**src/hdl/bpf_pkg.sv**
```systemverilog
// package for the two-cell battery protection logic: timing, states and input bundle
package bpf_pkg;

    // ------------------------------------------------------------------
    // clock and timing
    // ------------------------------------------------------------------
    localparam int unsigned CLK_HZ          = 10_000_000;
    localparam int unsigned CLK_PERIOD_NS   = 100;

    // delays in microseconds as specified
    localparam int unsigned OVCHG_DET_US    = 1_000_000;  // over-charge detect delay
    localparam int unsigned OVCHG_REL_US    = 16_000;     // over-charge release delay
    localparam int unsigned OVDIS_DET_US    = 128_000;    // over-discharge detect delay
    localparam int unsigned REL_US          = 1_200;      // 1.2 ms release delays
    localparam int unsigned EXDIS_DET_US    = 12_000;     // excess discharge detect
    localparam int unsigned SHORT_DET_US    = 300;        // short detect
    localparam int unsigned EXCHG_DET_US    = 8_000;      // excess charge detect
    localparam int unsigned SHORTEN_DIV     = 60;         // shortened delay divisor

    // cycle counts, rounded down for nominal delays, never below one
    localparam int unsigned OVCHG_DET_CYC   = OVCHG_DET_US * (CLK_HZ / 1_000_000);
    localparam int unsigned OVCHG_REL_CYC   = OVCHG_REL_US * (CLK_HZ / 1_000_000);
    localparam int unsigned OVDIS_DET_CYC   = OVDIS_DET_US * (CLK_HZ / 1_000_000);
    localparam int unsigned REL_CYC         = REL_US * (CLK_HZ / 1_000_000);
    localparam int unsigned EXDIS_DET_CYC   = EXDIS_DET_US * (CLK_HZ / 1_000_000);
    localparam int unsigned SHORT_DET_CYC   = SHORT_DET_US * (CLK_HZ / 1_000_000);
    localparam int unsigned EXCHG_DET_CYC   = EXCHG_DET_US * (CLK_HZ / 1_000_000);

    localparam int unsigned CNT_W           = 24;
    localparam logic [CNT_W-1:0] CNT_ZERO   = 24'h000000;
    localparam logic [CNT_W-1:0] CNT_ONE    = 24'h000001;

    // ------------------------------------------------------------------
    // reset values
    // ------------------------------------------------------------------
    localparam logic GATE_ON_RST   = 1'b1;
    localparam logic PULLDN_RST    = 1'b0;
    localparam logic STANDBY_RST   = 1'b0;
    localparam logic [9:0] SYNC_RST = 10'h000;

    // ------------------------------------------------------------------
    // types
    // ------------------------------------------------------------------
    // digitised comparator levels, all active high
    typedef struct packed {
        logic upper_cell_overcharge_cmp;      // cell1 at or above over-charge threshold
        logic lower_cell_overcharge_cmp;      // cell2 at or above over-charge threshold
        logic upper_cell_ovchg_release;       // cell1 below over-charge release level
        logic lower_cell_ovchg_release;       // cell2 below over-charge release level
        logic upper_cell_overdischarge_cmp;   // cell1 at or below over-discharge threshold
        logic lower_cell_overdischarge_cmp;   // cell2 at or below over-discharge threshold
        logic charge_inhibit;                 // either cell at or below inhibit level
        logic excess_discharge_current_cmp;   // sense pin at or above excess-discharge level
        logic short_cmp;                      // sense pin above short level
        logic excess_charge_current_cmp;      // sense pin at or below excess-charge level
    } bpf_cmp_s;

    // combined charger sense: asserted with delay_shorten as separate input
    typedef struct packed {
        logic charger_present;                // charger connected
        logic delay_shorten_function;         // sense pin at or below shorten level
    } bpf_aux_s;

    // discharge-side state, encodings in gray order idle, ovdis, excess, short
    typedef enum logic [2:0] {
        DS_IDLE    = 3'b000,
        DS_OVDIS   = 3'b001,
        DS_EXCESS  = 3'b011,
        DS_SHORT   = 3'b010
    } bpf_dis_e;

    // charge-side state
    typedef enum logic [1:0] {
        CS_IDLE   = 2'b00,
        CS_OVCHG  = 2'b01,
        CS_EXCHG  = 2'b11
    } bpf_chg_e;

endpackage : bpf_pkg

```
**src/hdl/bpf_protect.sv**
```systemverilog
// two-cell battery protection state machine driving charge and discharge gates
`timescale 1ns/1ns
`default_nettype none
module bpf_protect #(
    parameter int unsigned OVCHG_DET  = bpf_pkg::OVCHG_DET_CYC,
    parameter int unsigned OVCHG_REL  = bpf_pkg::OVCHG_REL_CYC,
    parameter int unsigned OVDIS_DET  = bpf_pkg::OVDIS_DET_CYC,
    parameter int unsigned REL_DLY    = bpf_pkg::REL_CYC,
    parameter int unsigned EXDIS_DET  = bpf_pkg::EXDIS_DET_CYC,
    parameter int unsigned EXCHG_DET  = bpf_pkg::EXCHG_DET_CYC
) (
    // clock and reset
    input  wire logic              core_clk,
    input  wire logic              resetn,
    // comparator levels from the analog front end
    input  wire bpf_pkg::bpf_cmp_s cmp_in,
    input  wire bpf_pkg::bpf_aux_s aux_in,
    // gate drives, high = fet on
    output logic                   charge_gate_r,
    output logic                   discharge_gate_r,
    // sense-pin pull-down enable and standby
    output logic                   pulldown_en_r,
    output logic                   standby_r
);
    import bpf_pkg::*;

    // ------------------------------------------------------------------
    // input synchronisers
    // ------------------------------------------------------------------
    logic [9:0] cmp_meta_r;
    logic [9:0] cmp_sync_r;
    logic [1:0] aux_meta_r;
    logic [1:0] aux_sync_r;
    bpf_cmp_s   c;
    bpf_aux_s   a;

    always_ff @(posedge core_clk or negedge resetn) begin
        if (!resetn) begin
            cmp_meta_r <= SYNC_RST;
            cmp_sync_r <= SYNC_RST;
            aux_meta_r <= 2'h0;
            aux_sync_r <= 2'h0;
        end else begin
            cmp_meta_r <= cmp_in;
            cmp_sync_r <= cmp_meta_r;
            aux_meta_r <= aux_in;
            aux_sync_r <= aux_meta_r;
        end
    end

    assign c = bpf_cmp_s'(cmp_sync_r);
    assign a = bpf_aux_s'(aux_sync_r);

    // ------------------------------------------------------------------
    // state
    // ------------------------------------------------------------------
    bpf_chg_e chg_r;
    bpf_dis_e dis_r;

    logic cell_high;
    logic cell_low;
    logic cells_below_rel;
    logic load_seen;
    logic both_on;
    logic shorten;
    logic halted;

    assign cell_high       = c.upper_cell_overcharge_cmp | c.lower_cell_overcharge_cmp;
    assign cell_low        = c.upper_cell_overdischarge_cmp | c.lower_cell_overdischarge_cmp;
    assign cells_below_rel = c.upper_cell_ovchg_release & c.lower_cell_ovchg_release;
    assign load_seen       = c.excess_discharge_current_cmp;
    // current checks need both fets on
    assign both_on         = charge_gate_r & discharge_gate_r;
    // shorten only while charge gate is high
    assign shorten         = charge_gate_r & a.delay_shorten_function;
    // in standby the detect and over-charge release timers stay cleared unless a charger wakes the part
    assign halted          = standby_r & ~a.charger_present;

    // ------------------------------------------------------------------
    // delay timers
    // ------------------------------------------------------------------
    logic [CNT_W-1:0] ovchg_term;
    logic [CNT_W-1:0] ovdis_term;

    // shortened terms, never below one cycle
    always_comb begin
        ovchg_term = CNT_W'(OVCHG_DET);
        ovdis_term = CNT_W'(OVDIS_DET);
        if (shorten) begin
            ovchg_term = CNT_W'(OVCHG_DET / SHORTEN_DIV) | CNT_ONE;
            ovdis_term = CNT_W'(OVDIS_DET / SHORTEN_DIV) | CNT_ONE;
        end
    end

    logic ovchg_det_c;
    logic ovchg_rel_c;
    logic ovdis_det_c;
    logic ovdis_rel_c;
    logic exdis_det_c;
    logic short_det_c;
    logic exdis_rel_c;
    logic exchg_det_c;
    logic exchg_rel_c;

    // high cell while not already in over-charge
    assign ovchg_det_c = ~halted & cell_high & (chg_r != CS_OVCHG);
    // release via load with charger gone, or hysteresis with charger
    assign ovchg_rel_c = ~halted & (chg_r == CS_OVCHG) & ~cell_high &
                         ((~a.charger_present & load_seen) | (a.charger_present & cells_below_rel));
    // low cell while the discharge side is idle
    assign ovdis_det_c = ~halted & cell_low & (dis_r == DS_IDLE);
    // charger present and both cells recovered
    assign ovdis_rel_c = (dis_r == DS_OVDIS) & a.charger_present & ~cell_low;
    assign exdis_det_c = ~halted & both_on & load_seen & ~c.short_cmp;
    assign short_det_c = ~halted & both_on & c.short_cmp;
    assign exdis_rel_c = ((dis_r == DS_EXCESS) | (dis_r == DS_SHORT)) & ~load_seen;
    // excess charge current with both gates on
    assign exchg_det_c = ~halted & both_on & c.excess_charge_current_cmp;
    assign exchg_rel_c = (chg_r == CS_EXCHG) & ~a.charger_present & load_seen;

    logic [8:0] cond_v;
    logic [8:0] done_v;
    logic [CNT_W-1:0] term_v [9];

    assign cond_v = {exchg_rel_c, exchg_det_c, exdis_rel_c, short_det_c, exdis_det_c,
                     ovdis_rel_c, ovdis_det_c, ovchg_rel_c, ovchg_det_c};
    assign term_v[0] = ovchg_term;
    assign term_v[1] = CNT_W'(OVCHG_REL);
    assign term_v[2] = ovdis_term;
    assign term_v[3] = CNT_W'(REL_DLY);
    assign term_v[4] = CNT_W'(EXDIS_DET);
    assign term_v[5] = CNT_W'(SHORT_DET_CYC);
    assign term_v[6] = CNT_W'(REL_DLY);
    assign term_v[7] = CNT_W'(EXCHG_DET);
    assign term_v[8] = CNT_W'(REL_DLY);

    // each timer restarts when its condition lapses
    genvar gi;
    generate
        for (gi = 0; gi < 9; gi++) begin : g_dly
            bpf_delay u_dly (
                .core_clk (core_clk),
                .resetn   (resetn),
                .cond     (cond_v[gi]),
                .term     (term_v[gi]),
                .done     (done_v[gi])
            );
        end
    endgenerate

    // ------------------------------------------------------------------
    // charge side state machine
    // ------------------------------------------------------------------
    logic chg_trip;
    logic dis_trip;

    // a discharge trip in the same cycle defers the charge trip
    assign dis_trip = (done_v[2] & ~done_v[4] & ~done_v[5]) | done_v[4] | done_v[5];
    assign chg_trip = (done_v[0] | done_v[7]) & ~(dis_trip & discharge_gate_r);

    always_ff @(posedge core_clk or negedge resetn) begin
        if (!resetn) begin
            chg_r <= CS_IDLE;
        end else begin
            case (chg_r)
                CS_IDLE: begin
                    // over-charge has priority over excess charge
                    if (chg_trip && done_v[0]) begin
                        chg_r <= CS_OVCHG;
                    end else if (chg_trip && done_v[7]) begin
                        chg_r <= CS_EXCHG;
                    end
                end
                CS_OVCHG: begin
                    // release only after full release delay
                    if (done_v[1]) begin
                        chg_r <= CS_IDLE;
                    end
                end
                CS_EXCHG: begin
                    if (done_v[8]) begin
                        chg_r <= CS_IDLE;
                    end else if (done_v[0]) begin
                        chg_r <= CS_OVCHG;
                    end
                end
                default: begin
                    chg_r <= CS_IDLE;
                end
            endcase
        end
    end

    // ------------------------------------------------------------------
    // discharge side state machine
    // ------------------------------------------------------------------
    always_ff @(posedge core_clk or negedge resetn) begin
        if (!resetn) begin
            dis_r <= DS_IDLE;
        end else begin
            case (dis_r)
                DS_IDLE: begin
                    // short and excess current beat over-discharge
                    if (done_v[5]) begin
                        dis_r <= DS_SHORT;
                    end else if (done_v[4]) begin
                        dis_r <= DS_EXCESS;
                    end else if (done_v[2]) begin
                        dis_r <= DS_OVDIS;
                    end
                end
                DS_OVDIS: begin
                    if (done_v[3]) begin
                        dis_r <= DS_IDLE;
                    end
                end
                DS_EXCESS, DS_SHORT: begin
                    if (done_v[6]) begin
                        dis_r <= DS_IDLE;
                    end
                end
                default: begin
                    dis_r <= DS_IDLE;
                end
            endcase
        end
    end

    // ------------------------------------------------------------------
    // outputs
    // ------------------------------------------------------------------
    // inhibit and over-charge hold charge off; held while discharge gate falls
    always_ff @(posedge core_clk or negedge resetn) begin
        if (!resetn) begin
            charge_gate_r <= GATE_ON_RST;
        end else if (!discharge_gate_r || (dis_r == DS_IDLE)) begin
            charge_gate_r <= (chg_r == CS_IDLE) & ~c.charge_inhibit;
        end
    end

    // discharge gate follows its state; charge trip is held back above
    always_ff @(posedge core_clk or negedge resetn) begin
        if (!resetn) begin
            discharge_gate_r <= GATE_ON_RST;
        end else begin
            discharge_gate_r <= (dis_r == DS_IDLE);
        end
    end

    // pull-down only in the excess or short states
    always_ff @(posedge core_clk or negedge resetn) begin
        if (!resetn) begin
            pulldown_en_r <= PULLDN_RST;
        end else begin
            pulldown_en_r <= (dis_r == DS_EXCESS) | (dis_r == DS_SHORT);
        end
    end

    always_ff @(posedge core_clk or negedge resetn) begin
        if (!resetn) begin
            standby_r <= STANDBY_RST;
        end else begin
            standby_r <= (dis_r == DS_OVDIS);
        end
    end

endmodule : bpf_protect
`default_nettype wire

```
**src/hdl/bpf_delay.sv**
```systemverilog
// one qualified delay timer: output goes high once a condition has held for the terminal count
`timescale 1ns/1ns
`default_nettype none
module bpf_delay (
    // clock and reset
    input  wire logic                    core_clk,
    input  wire logic                    resetn,
    // condition and terminal count
    input  wire logic                    cond,
    input  wire logic [bpf_pkg::CNT_W-1:0] term,
    // result
    output logic                         done
);
    import bpf_pkg::*;

    logic [CNT_W-1:0] cnt_r;

    // counter restarts whenever the condition lapses, so short excursions vanish
    always_ff @(posedge core_clk or negedge resetn) begin
        if (!resetn) begin
            cnt_r <= CNT_ZERO;
        end else if (!cond) begin
            cnt_r <= CNT_ZERO;
        end else if (cnt_r < term) begin
            cnt_r <= cnt_r + CNT_ONE;
        end
    end

    // level, high while the condition has lasted the full count
    assign done = cond && (cnt_r >= term - CNT_ONE);

endmodule : bpf_delay
`default_nettype wire

```
**config.mk**
```make
export PLATFORM = sky130hd
export DESIGN_NAME = bpf_protect
export DESIGN_NICKNAME = d
export VERILOG_FILES = /design/src/hdl/bpf_pkg.sv /design/src/hdl/bpf_protect.sv /design/src/hdl/bpf_delay.sv
export SDC_FILE = /design/constraint.sdc
export NUM_CORES = 1
export LEC_CHECK = 0
export ABC_AREA = 0
export BUFFER_PORTS_ARGS = -buffer_cell sky130_fd_sc_hd__buf_4
export CELL_PAD_IN_SITES_DETAIL_PLACEMENT = 1
export CELL_PAD_IN_SITES_GLOBAL_PLACEMENT = 2
export CORE_MARGIN = 3
export CORE_UTILIZATION = 38
export DETAILED_ROUTE_END_ITERATION = 16
export GPL_ROUTABILITY_DRIVEN = 0
export PLACE_DENSITY_LB_ADDON = 0.15
export SYNTH_ARGS = -nofsm -noshare
export SYNTH_HDL_FRONTEND = slang
export SYNTH_SLANG_ARGS = --single-unit
```
**constraint.sdc**
```tcl
create_clock -name core_clk -period 2.7 [get_ports core_clk]
set_input_delay 0.27 -clock core_clk [delete_from_list [all_inputs] [get_ports core_clk]]
set_output_delay 0.27 -clock core_clk [all_outputs]
set_load 0.005 [all_outputs]
```
# Word-level counts from Yosys, hierarchy flattened
# Cells that the tools add are included.
# totals
ff_bits,249
in_bits,14
out_inout_bits,4
elab_cells,164
# op_classes
add_sub_neg,11
magnitude_cmp,18
eq_ne,21
muxes,32
bitwise_logic,45
reduce_logical,18
# ops
op,count
two-way mux 24 bit,19
"adder 24 x 1 -> 24 bit, second input constant",9
"greater-or-equal comparator 24 x 14 -> 1 bit, second input constant",3
"< comparator 24 x 14 -> 1 bit, second input constant",3
"greater-or-equal comparator 24 x 17 -> 1 bit, second input constant",2
greater-or-equal comparator 24 bit,2
"< comparator 24 x 17 -> 1 bit, second input constant",2
bitwise AND 1 bit,28
"greater-or-equal comparator 24 x 12 -> 1 bit, second input constant",1
"greater-or-equal comparator 24 x 18 -> 1 bit, second input constant",1
"< comparator 24 x 12 -> 1 bit, second input constant",1
"< comparator 24 x 18 -> 1 bit, second input constant",1
< comparator 24 x 21 -> 1 bit,1
< comparator 24 bit,1
"subtractor 24 x 1 -> 24 bit, second input constant",1
"subtractor 21 x 1 -> 22 bit, second input constant",1
two-way mux 21 bit,1
"!= test 2 bit, second input constant",9
two-way mux 3 bit,5
logical AND 1 bit,11
two-way mux 2 bit,5
NOT 1 bit,10
one-hot mux 3 bit (3 select lines),1
"!= test 2 x 1 -> 1 bit, second input constant",4
other kinds (15),23

# Depth between registers and ports, before layout
# Gate-level depths: netlist of run 1.
# logic_depth
depth_word,19
mapped_depth,13

# Hierarchy
# Synthesis of run 1 repeated with hierarchy kept, for this count alone.
# unflattened
cells_unflattened,3201
area_unflattened_um2,27289.9
# by_module_without_submodules
module,n_inst,cells_per_inst,area_each_um2
bpf_delay (g_dly[1].u_dly ...),7,345,2914.0
bpf_delay (g_dly[0].u_dly ...),2,348,2865.2
bpf_protect,1,90,1161.1

# Least setup slack after synthesis of run 1
# Ideal clock, no wire load.
# synth_path
kind,reg-to-reg
start,register charge_gate_r
end,register g_dly[0].u_dly.cnt_r[10]
arrival_ns,2.815
required_time_ns,2.568
setup_slack_ns,-0.247
path_stages_with_launch,13
n_path_buf,2
synth_period_minus_slack_ns,2.947
cell_sequence,dfstp_2 > buf_6 > and2_2 > inv_2 > ha_1 > a211o_1 > a2111oi_2 > maj3_1 > o221ai_2 > buf_6 > nor3_1 > xnor2_1 > nor2_1
# synth_between
elab_chain_len,4
# synth_lines
item,line_no,rtl
start: declaration,bpf_protect.sv:19,"output logic charge_gate_r,"
start signal: assignment,bpf_protect.sv:237,charge_gate_r <= (chg_r == CS_IDLE) & ~c.charge_inhibit;
bitwise AND 1 bit,bpf_protect.sv:75,assign shorten = charge_gate_r & a.delay_shorten_function;
two-way mux 24 bit,bpf_protect.sv:89,if (shorten) begin
< comparator 24 bit,bpf_delay.sv:24,end else if (cnt_r < term) begin
!= test 2 bit (no source line),n/a,
end signal: assignment,bpf_delay.sv:25,cnt_r <= cnt_r + CNT_ONE;
end: declaration,bpf_delay.sv:16,logic [CNT_W-1:0] cnt_r;
# Every way passes these cells.
# A chain may end at the register's enable or synchronous reset.

# Worst setup path after layout of run 1
# layout_path
start,register charge_gate_r
end,register g_dly[0].u_dly.cnt_r[8]
# Same word-level chain as after synthesis.

==> flow_summary.json, run 1 <==
{
  "fin_ws_ns": -0.1097,
  "antenna_cells": 0,
  "yosys_warnings": 0,
  "clkTransAtPathRegs_ns": 0.06,
  "synthFlopType": "dfrtp_1",
  "initial_core_util": 0.3875,
  "critical_path_required_ns": 3.13,
  "post-route-period-util": 1.041,
  "tns_ns": -1.106,
  "routedWlPerCell_um": 16.66,
  "rows": 64,
  "syn_inst": 1186,
  "slowest_stage": "dfstp_2",
  "path_cells": "and2_4 > inv_8 > ha_1 > a211o_1 > a2111oi_4 > maj3_2 > o221ai_4 > buf_4 > nor4_2 > xnor2_1 > nor2_1",
  "dpl_cell_area_um2": 13010,
  "sw_frac_of_total": 0.2353,
  "drcViolationCount": 0,
  "arrival_ns": 3.24,
  "finalHoldViolCount": 0,
  "synthesis.nets": 1225,
  "crit_type": "reg2reg",
  "p_int_mw": 6.388,
  "violations": "negative setup slack",
  "grt-ovfl-total": 0,
  "cts_sinks": 248,
  "critPathCaptureType": "flop",
  "path_buf_inv": 2,
  "synth_seq_cells": 248,
  "p_sw_mw": 1.966,
  "dr_total_vias": 9073,
  "maxSlewHeadroom": 0.5207,
  "fp.dieW_um": 182.9,
  "cellPowerDensity_nw_per_um2": 576.9,
  "hold_ws_ns": 0.2357,
  "p_leak_nw": 6.237,
  "port_buffers": 17,
  "grt_pass1_vias": 9507,
  "combPwrFrac": 0.069,
  "yosysSeqAreaShare": 0.5224,
  "die_h_um": 182.9,
  "skew_ns": 0.009357,
  "fin_crit_ns": 2.810,
  "dp_slack_ns": -0.2139,
  "cpLargestDelayFamily": "compound AO/OA/AOI/OAI gates",
  "coreArea_um2": 30670,
  "dr.pass1.iters": 4,
  "worstPathMaxFanout": 17,
  "antenna_found_initial": 0,
  "ir_drop_mv": 0.4673,
  "rsz0062_at_grt": "yes",
  "routed_wl_um": 28630,
  "clkPwrFrac": 0.468,
  "synth-edff-count": 0,
  "slowest_delay_ns": 0.53,
  "track_usage": 0.1731,
  "hold_class": "in2async",
  "synth_area_um2": 11890,
  "io_pins": 18,
  "drv_cap": 0,
  "final.fill_count": 3419,
  "root_buffer": "clkbuf_16",
  "cts_tree": "yes",
  "mostFrequentLayoutCell": "dfrtp_1",
  "hpwl_um": 19650,
  "slew_viol_final": 0,
  "grt_pass1_wl_um": 48890,
  "syn2layout_area_growth_pct": 21.84,
  "die-area_um2": 33430,
  "numCtsBuffers": 29,
  "grt_start_max_net_pins": 80,
  "clk_latency_ns": 0.55,
  "synthDistinctLibCells": 75,
  "reg2reg_slack_ns": -0.11,
  "setup_viol": 18,
  "h-tree-depth": 1,
  "critPathLaunchType": "flop",
  "synth_area_per_cell_um2": 10.02,
  "tightestPinTransition_ns": 0.7167,
  "ant_nets": 0,
  "via_per_inst": 5.281,
  "final_area_um2": 14480,
  "status": "finished with violations",
  "seqPwrFrac": 0.463,
  "synthArstFlopShare": 1.000,
  "nets": 1339,
  "clockBufferDepth": 3,
  "max_freq_ghz": 0.3559,
  "final_cell_mix": "dfrtp_1 (246), nor2_1 (188), buf_4 (89)",
  "drt_iter0_drc": 252,
  "drive_gt1_frac": 0.1687
}
[synthesized netlist by cell type, types with 7 or more instances]
master / n / area [um2]
and3_1: 29 / 181.4
nand4_1: 33 / 206.5
nor3_1: 29 / 145.1
or4_1: 10 / 75.07
o21ai_0: 38 / 190.2
inv_1: 30 / 112.6
or3_1: 25 / 156.4
nor4_1: 21 / 131.4
o211ai_1: 10 / 75.07
xnor2_1: 55 / 481.7
a21oi_1: 37 / 185.2
dfrtp_1: 246 / 6156
nand2_1: 79 / 296.5
o21a_1: 9 / 67.56
xor2_1: 51 / 446.7
clkbuf_1: 24 / 90.09
nand3b_1: 8 / 60.06
mux2i_1: 10 / 100.1
nor2_1: 190 / 713.2
a211oi_1: 7 / 52.55
nand3_1: 55 / 275.3
and2_1: 53 / 331.6
ha_1: 25 / 312.8
[stage by stage]
stage / total power, mW / util / cells
2_1_floorplan: 4.177 / - / 1186
3_5_place_dp: 4.436 / 0.4243 / 1639
3_3_place_gp: 4.420 / 0.4243 / 1639
5_1_grt: 8.708 / 0.4722 / 1718
6_report: 8.354 / 0.4722 / 1718
4_1_cts: 8.451 / 0.4643 / 1712
[worst register-to-register path, cell delays in order (launching register included)]
cell and delay [ns]:
dfstp_2 0.53, and2_4 0.17, inv_8 0.07, ha_1 0.28, a211o_1 0.30, a2111oi_4 0.32, maj3_2 0.28, o221ai_4 0.18
buf_4 0.20, nor4_2 0.16, xnor2_1 0.15, nor2_1 0.05
[flip-flops by register name (all words and copies together) (netlist names)]
signal	flops
g_dly.u_dly.cnt_r	216
charge_gate_r	1
discharge_gate_r	1
cmp_meta_r	10
aux_meta_r	2
chg_r	2
pulldown_en_r	1
standby_r	1
dis_r	2
c	10
a	2
[logic make-up after synthesis]
logic type,Yosys count,synth area share
mux,11,0.009370
xor+xnor,106,0.07811
fa+ha+maj,26,0.02716
flops,248,0.5224
compound gates,158,0.09180
buf+inv,59,0.02074
simple gates,578,0.2504
[layer usage]
metal	routed length (um)	part of all wire	GRT usage
met1	14090	0.49	0.2485
met2	13420	0.47	0.2870
met3	652	0.023	0.02083
met4	464	0.016	0.03205
met5	0	0	0
[worst paths after layout]
check | from | to | cells past startpoint
min | resetn | g_dly[1].u_dly.cnt_r[21] | 2
min in group core_clk | cmp_meta_r[9] | c[9] | 0
max reg2reg | charge_gate_r | g_dly[0].u_dly.cnt_r[8] | 11
min reg2reg | cmp_meta_r[9] | c[9] | 0
max | charge_gate_r | g_dly[0].u_dly.cnt_r[8] | 11
max in group asynchronous | resetn | g_dly[0].u_dly.cnt_r[10] | 3
[cell type report]
| type | count | area (um2) | share of cell area |
|---|---|---|---|
| Clock inverter | 11 | 108.9 | 0.007517 |
| Multi-Input combinational cell | 880 | 5791 | 0.3999 |
| Timing Repair Buffer | 110 | 909.6 | 0.06281 |
| Tap cell | 396 | 495.5 | 0.03421 |
| Sequential cell | 248 | 6208 | 0.4287 |
| Inverter | 31 | 123.9 | 0.008554 |
| Clock buffer | 42 | 844.6 | 0.05832 |
[power by group through the flow]
| stage | Combinational, mW | Clock [mW] | Sequential (mW) |
|---|---|---|---|
| floorplan | 0.270 | 0 | 3.91 |
| global placement | 0.488 | 0 | 3.93 |
| detailed placement | 0.501 | 0 | 3.93 |
| CTS | 0.560 | 4.02 | 3.87 |
| global route | 0.645 | 4.19 | 3.88 |
| finish | 0.577 | 3.91 | 3.87 |
[repair_timing]
action                                 in CTS  in global routing
buffers inserted                            6                  6
cloned                                      1                  0
hold buffers                               13                  0
setup endpoints to repair                  24                 41
endpoints found under the hold margin      58                  0
pin swaps                                  17                 13
resized for setup                          19                 40
No activity file was read; power rests on OpenSTA's default activity.
==> run 2: changes to the inputs <==
--- a/config.mk
+++ b/config.mk
@@ -14,6 +14,7 @@
 export DETAILED_ROUTE_END_ITERATION = 16
 export GPL_ROUTABILITY_DRIVEN = 0
 export PLACE_DENSITY_LB_ADDON = 0.15
+export REMOVE_ABC_BUFFERS = 1
 export SYNTH_ARGS = -nofsm -noshare
 export SYNTH_HDL_FRONTEND = slang
 export SYNTH_SLANG_ARGS = --single-unit
==> flow_summary.json, run 2 (synthesized netlist as in run 1, its figures left out) <==
{
  "largest_reg_flops": 216,
  "hpwl_um": 19650,
  "setup_viol": 24,
  "grt-ovfl-total": 0,
  "fin_ws_ns": -0.1475,
  "worstReg2RegStart": "charge_gate_r",
  "clk_latency_ns": 0.58,
  "cts_tree": "yes",
  "routed_wl_um": 29800,
  "ir_drop_mv": 0.5385,
  "die-area_um2": 33430,
  "grt_pass1_wl_um": 50650,
  "fp.dieW_um": 182.9,
  "routedWlPerCell_um": 17.16,
  "final.fill_count": 3360,
  "root_buffer": "clkbuf_16",
  "mostFrequentLayoutCell": "dfrtp_1",
  "h-tree-depth": 1,
  "finalPower_mw": 8.505,
  "sw_frac_of_total": 0.2429,
  "drv_cap": 0,
  "violations": "negative setup slack",
  "clkPwrFrac": 0.471,
  "grt_pass1_vias": 9821,
  "maxSlewHeadroom": 0.5056,
  "die_h_um": 182.9,
  "port_buffers": 17,
  "hold_class": "in2async",
  "max_freq_ghz": 0.3512,
  "status": "finished with violations",
  "dp_slack_ns": -0.3435,
  "skew_ns": 0.03248,
  "antenna_cells": 0,
  "numCtsBuffers": 30,
  "critical_path_required_ns": 3.13,
  "final_cell_mix": "dfrtp_1 (246), nor2_1 (186), buf_4 (95)",
  "seqPwrFrac": 0.455,
  "syn2layout_area_growth_pct": 25.40,
  "tightestPinTransition_ns": 0.7393,
  "reg2reg_slack_ns": -0.15,
  "fin_crit_ns": 2.848,
  "arrival_ns": 3.28,
  "io_pins": 18,
  "combPwrFrac": 0.074,
  "clockBufferDepth": 3,
  "ant_nets": 0,
  "p_sw_mw": 2.066,
  "drive_gt1_frac": 0.1896,
  "finalHoldViolCount": 0,
  "clkTransAtPathRegs_ns": 0.06,
  "tns_ns": -2.074,
  "reg2regPathDepth": 12,
  "drcViolationCount": 0,
  "hold_ws_ns": 0.2666,
  "crit_type": "reg2reg",
  "rsz0062_at_grt": "yes",
  "rows": 64,
  "initial_core_util": 0.3875,
  "p_int_mw": 6.439,
  "worstPathMaxFanout": 6,
  "drt_iter0_drc": 323,
  "r2r-end": "g_dly[0].u_dly.cnt_r[5]",
  "dpl_cell_area_um2": 13050,
  "via_per_inst": 5.298,
  "nets": 1357,
  "p_leak_nw": 6.410,
  "critPathCaptureType": "flop",
  "coreArea_um2": 30670,
  "final_area_um2": 14900,
  "dr_total_vias": 9198,
  "critPathLaunchType": "flop",
  "slew_viol_final": 0,
  "cellPowerDensity_nw_per_um2": 570.7,
  "cts_sinks": 248,
  "antenna_found_initial": 0,
  "dr.pass1.iters": 4,
  "grt_start_max_net_pins": 66,
  "post-route-period-util": 1.055,
  "largest-register": "g_dly.u_dly.cnt_r",
  "track_usage": 0.1802
}
run 2: worst max path at each step:
stage	slack (ns)	to	depth (start not counted)	start
detailed placement	-0.34	chg_r[0]	10	charge_gate_r
finish	-0.15	g_dly[0].u_dly.cnt_r[5]	12	charge_gate_r
global route	-0.30	g_dly[2].u_dly.cnt_r[11]	14	charge_gate_r
floorplan	-0.48	g_dly[0].u_dly.cnt_r[11]	10	charge_gate_r
global placement	-0.21	g_dly[0].u_dly.cnt_r[6]	12	charge_gate_r
CTS	-0.18	chg_r[0]	10	charge_gate_r
run 2: worst max-delay path, cell delays in order (launching register included):
cell and delay, ns:
dfstp_2 0.53, and2_4 0.20, inv_8 0.06, ha_4 0.20
a211o_1 0.29, a2111oi_4 0.30, maj3_2 0.29, o221ai_4 0.14
buf_12 0.18, buf_12 0.12, nor3_4 0.17, xnor2_1 0.14
nor2_1 0.06
run 2: what timing repair did:
item | 4_1_cts | 5_1_grt
gates resized for setup | 68 | 51
endpoints found under the hold margin | 72 | 0
pin swaps | 50 | 46
setup buffers | 14 | 3
hold buffers | 13 | 0
gates cloned | 2 | 0
endpoints found under the setup margin | 41 | 48
run 2: power groups by stage:
stage / logic [mW] / clock network, mW / registers [mW]
after floorplan: 0.242 / 0 / 3.91
after global placement: 0.494 / 0 / 3.92
after detailed placement: 0.506 / 0 / 3.92
after CTS: 0.561 / 4.13 / 3.86
after global routing: 0.697 / 4.31 / 3.88
final: 0.631 / 4.01 / 3.87
run 2: through the flow:
stage | std cells | utilization
global placement | 1652 | 0.4255
floorplan | 1158 | -
finish | 1736 | 0.4860
CTS | 1734 | 0.4770
global route | 1736 | 0.4860
detailed placement | 1652 | 0.4255
run 2: layout make-up:
| type | count | area (um2) | area share |
|---|---|---|---|
| multi-input cells | 879 | 5976 | 0.4009 |
| repair buffers | 127 | 1105 | 0.07413 |
| repair inverters | 1 | 8.758 | 0.0005876 |
| inverters | 31 | 123.9 | 0.008311 |
| well taps | 396 | 495.5 | 0.03324 |
| clock buffers | 40 | 838.3 | 0.05625 |
| clock inverters | 14 | 148.9 | 0.009990 |
| flip-flops and latches | 248 | 6208 | 0.4166 |
run 2: metal layers:
metal	global-route usage	wire, um
met2	0.3034	14300
met5	0	0
met3	0.02202	640
met4	0.03689	533
met1	0.2531	14330
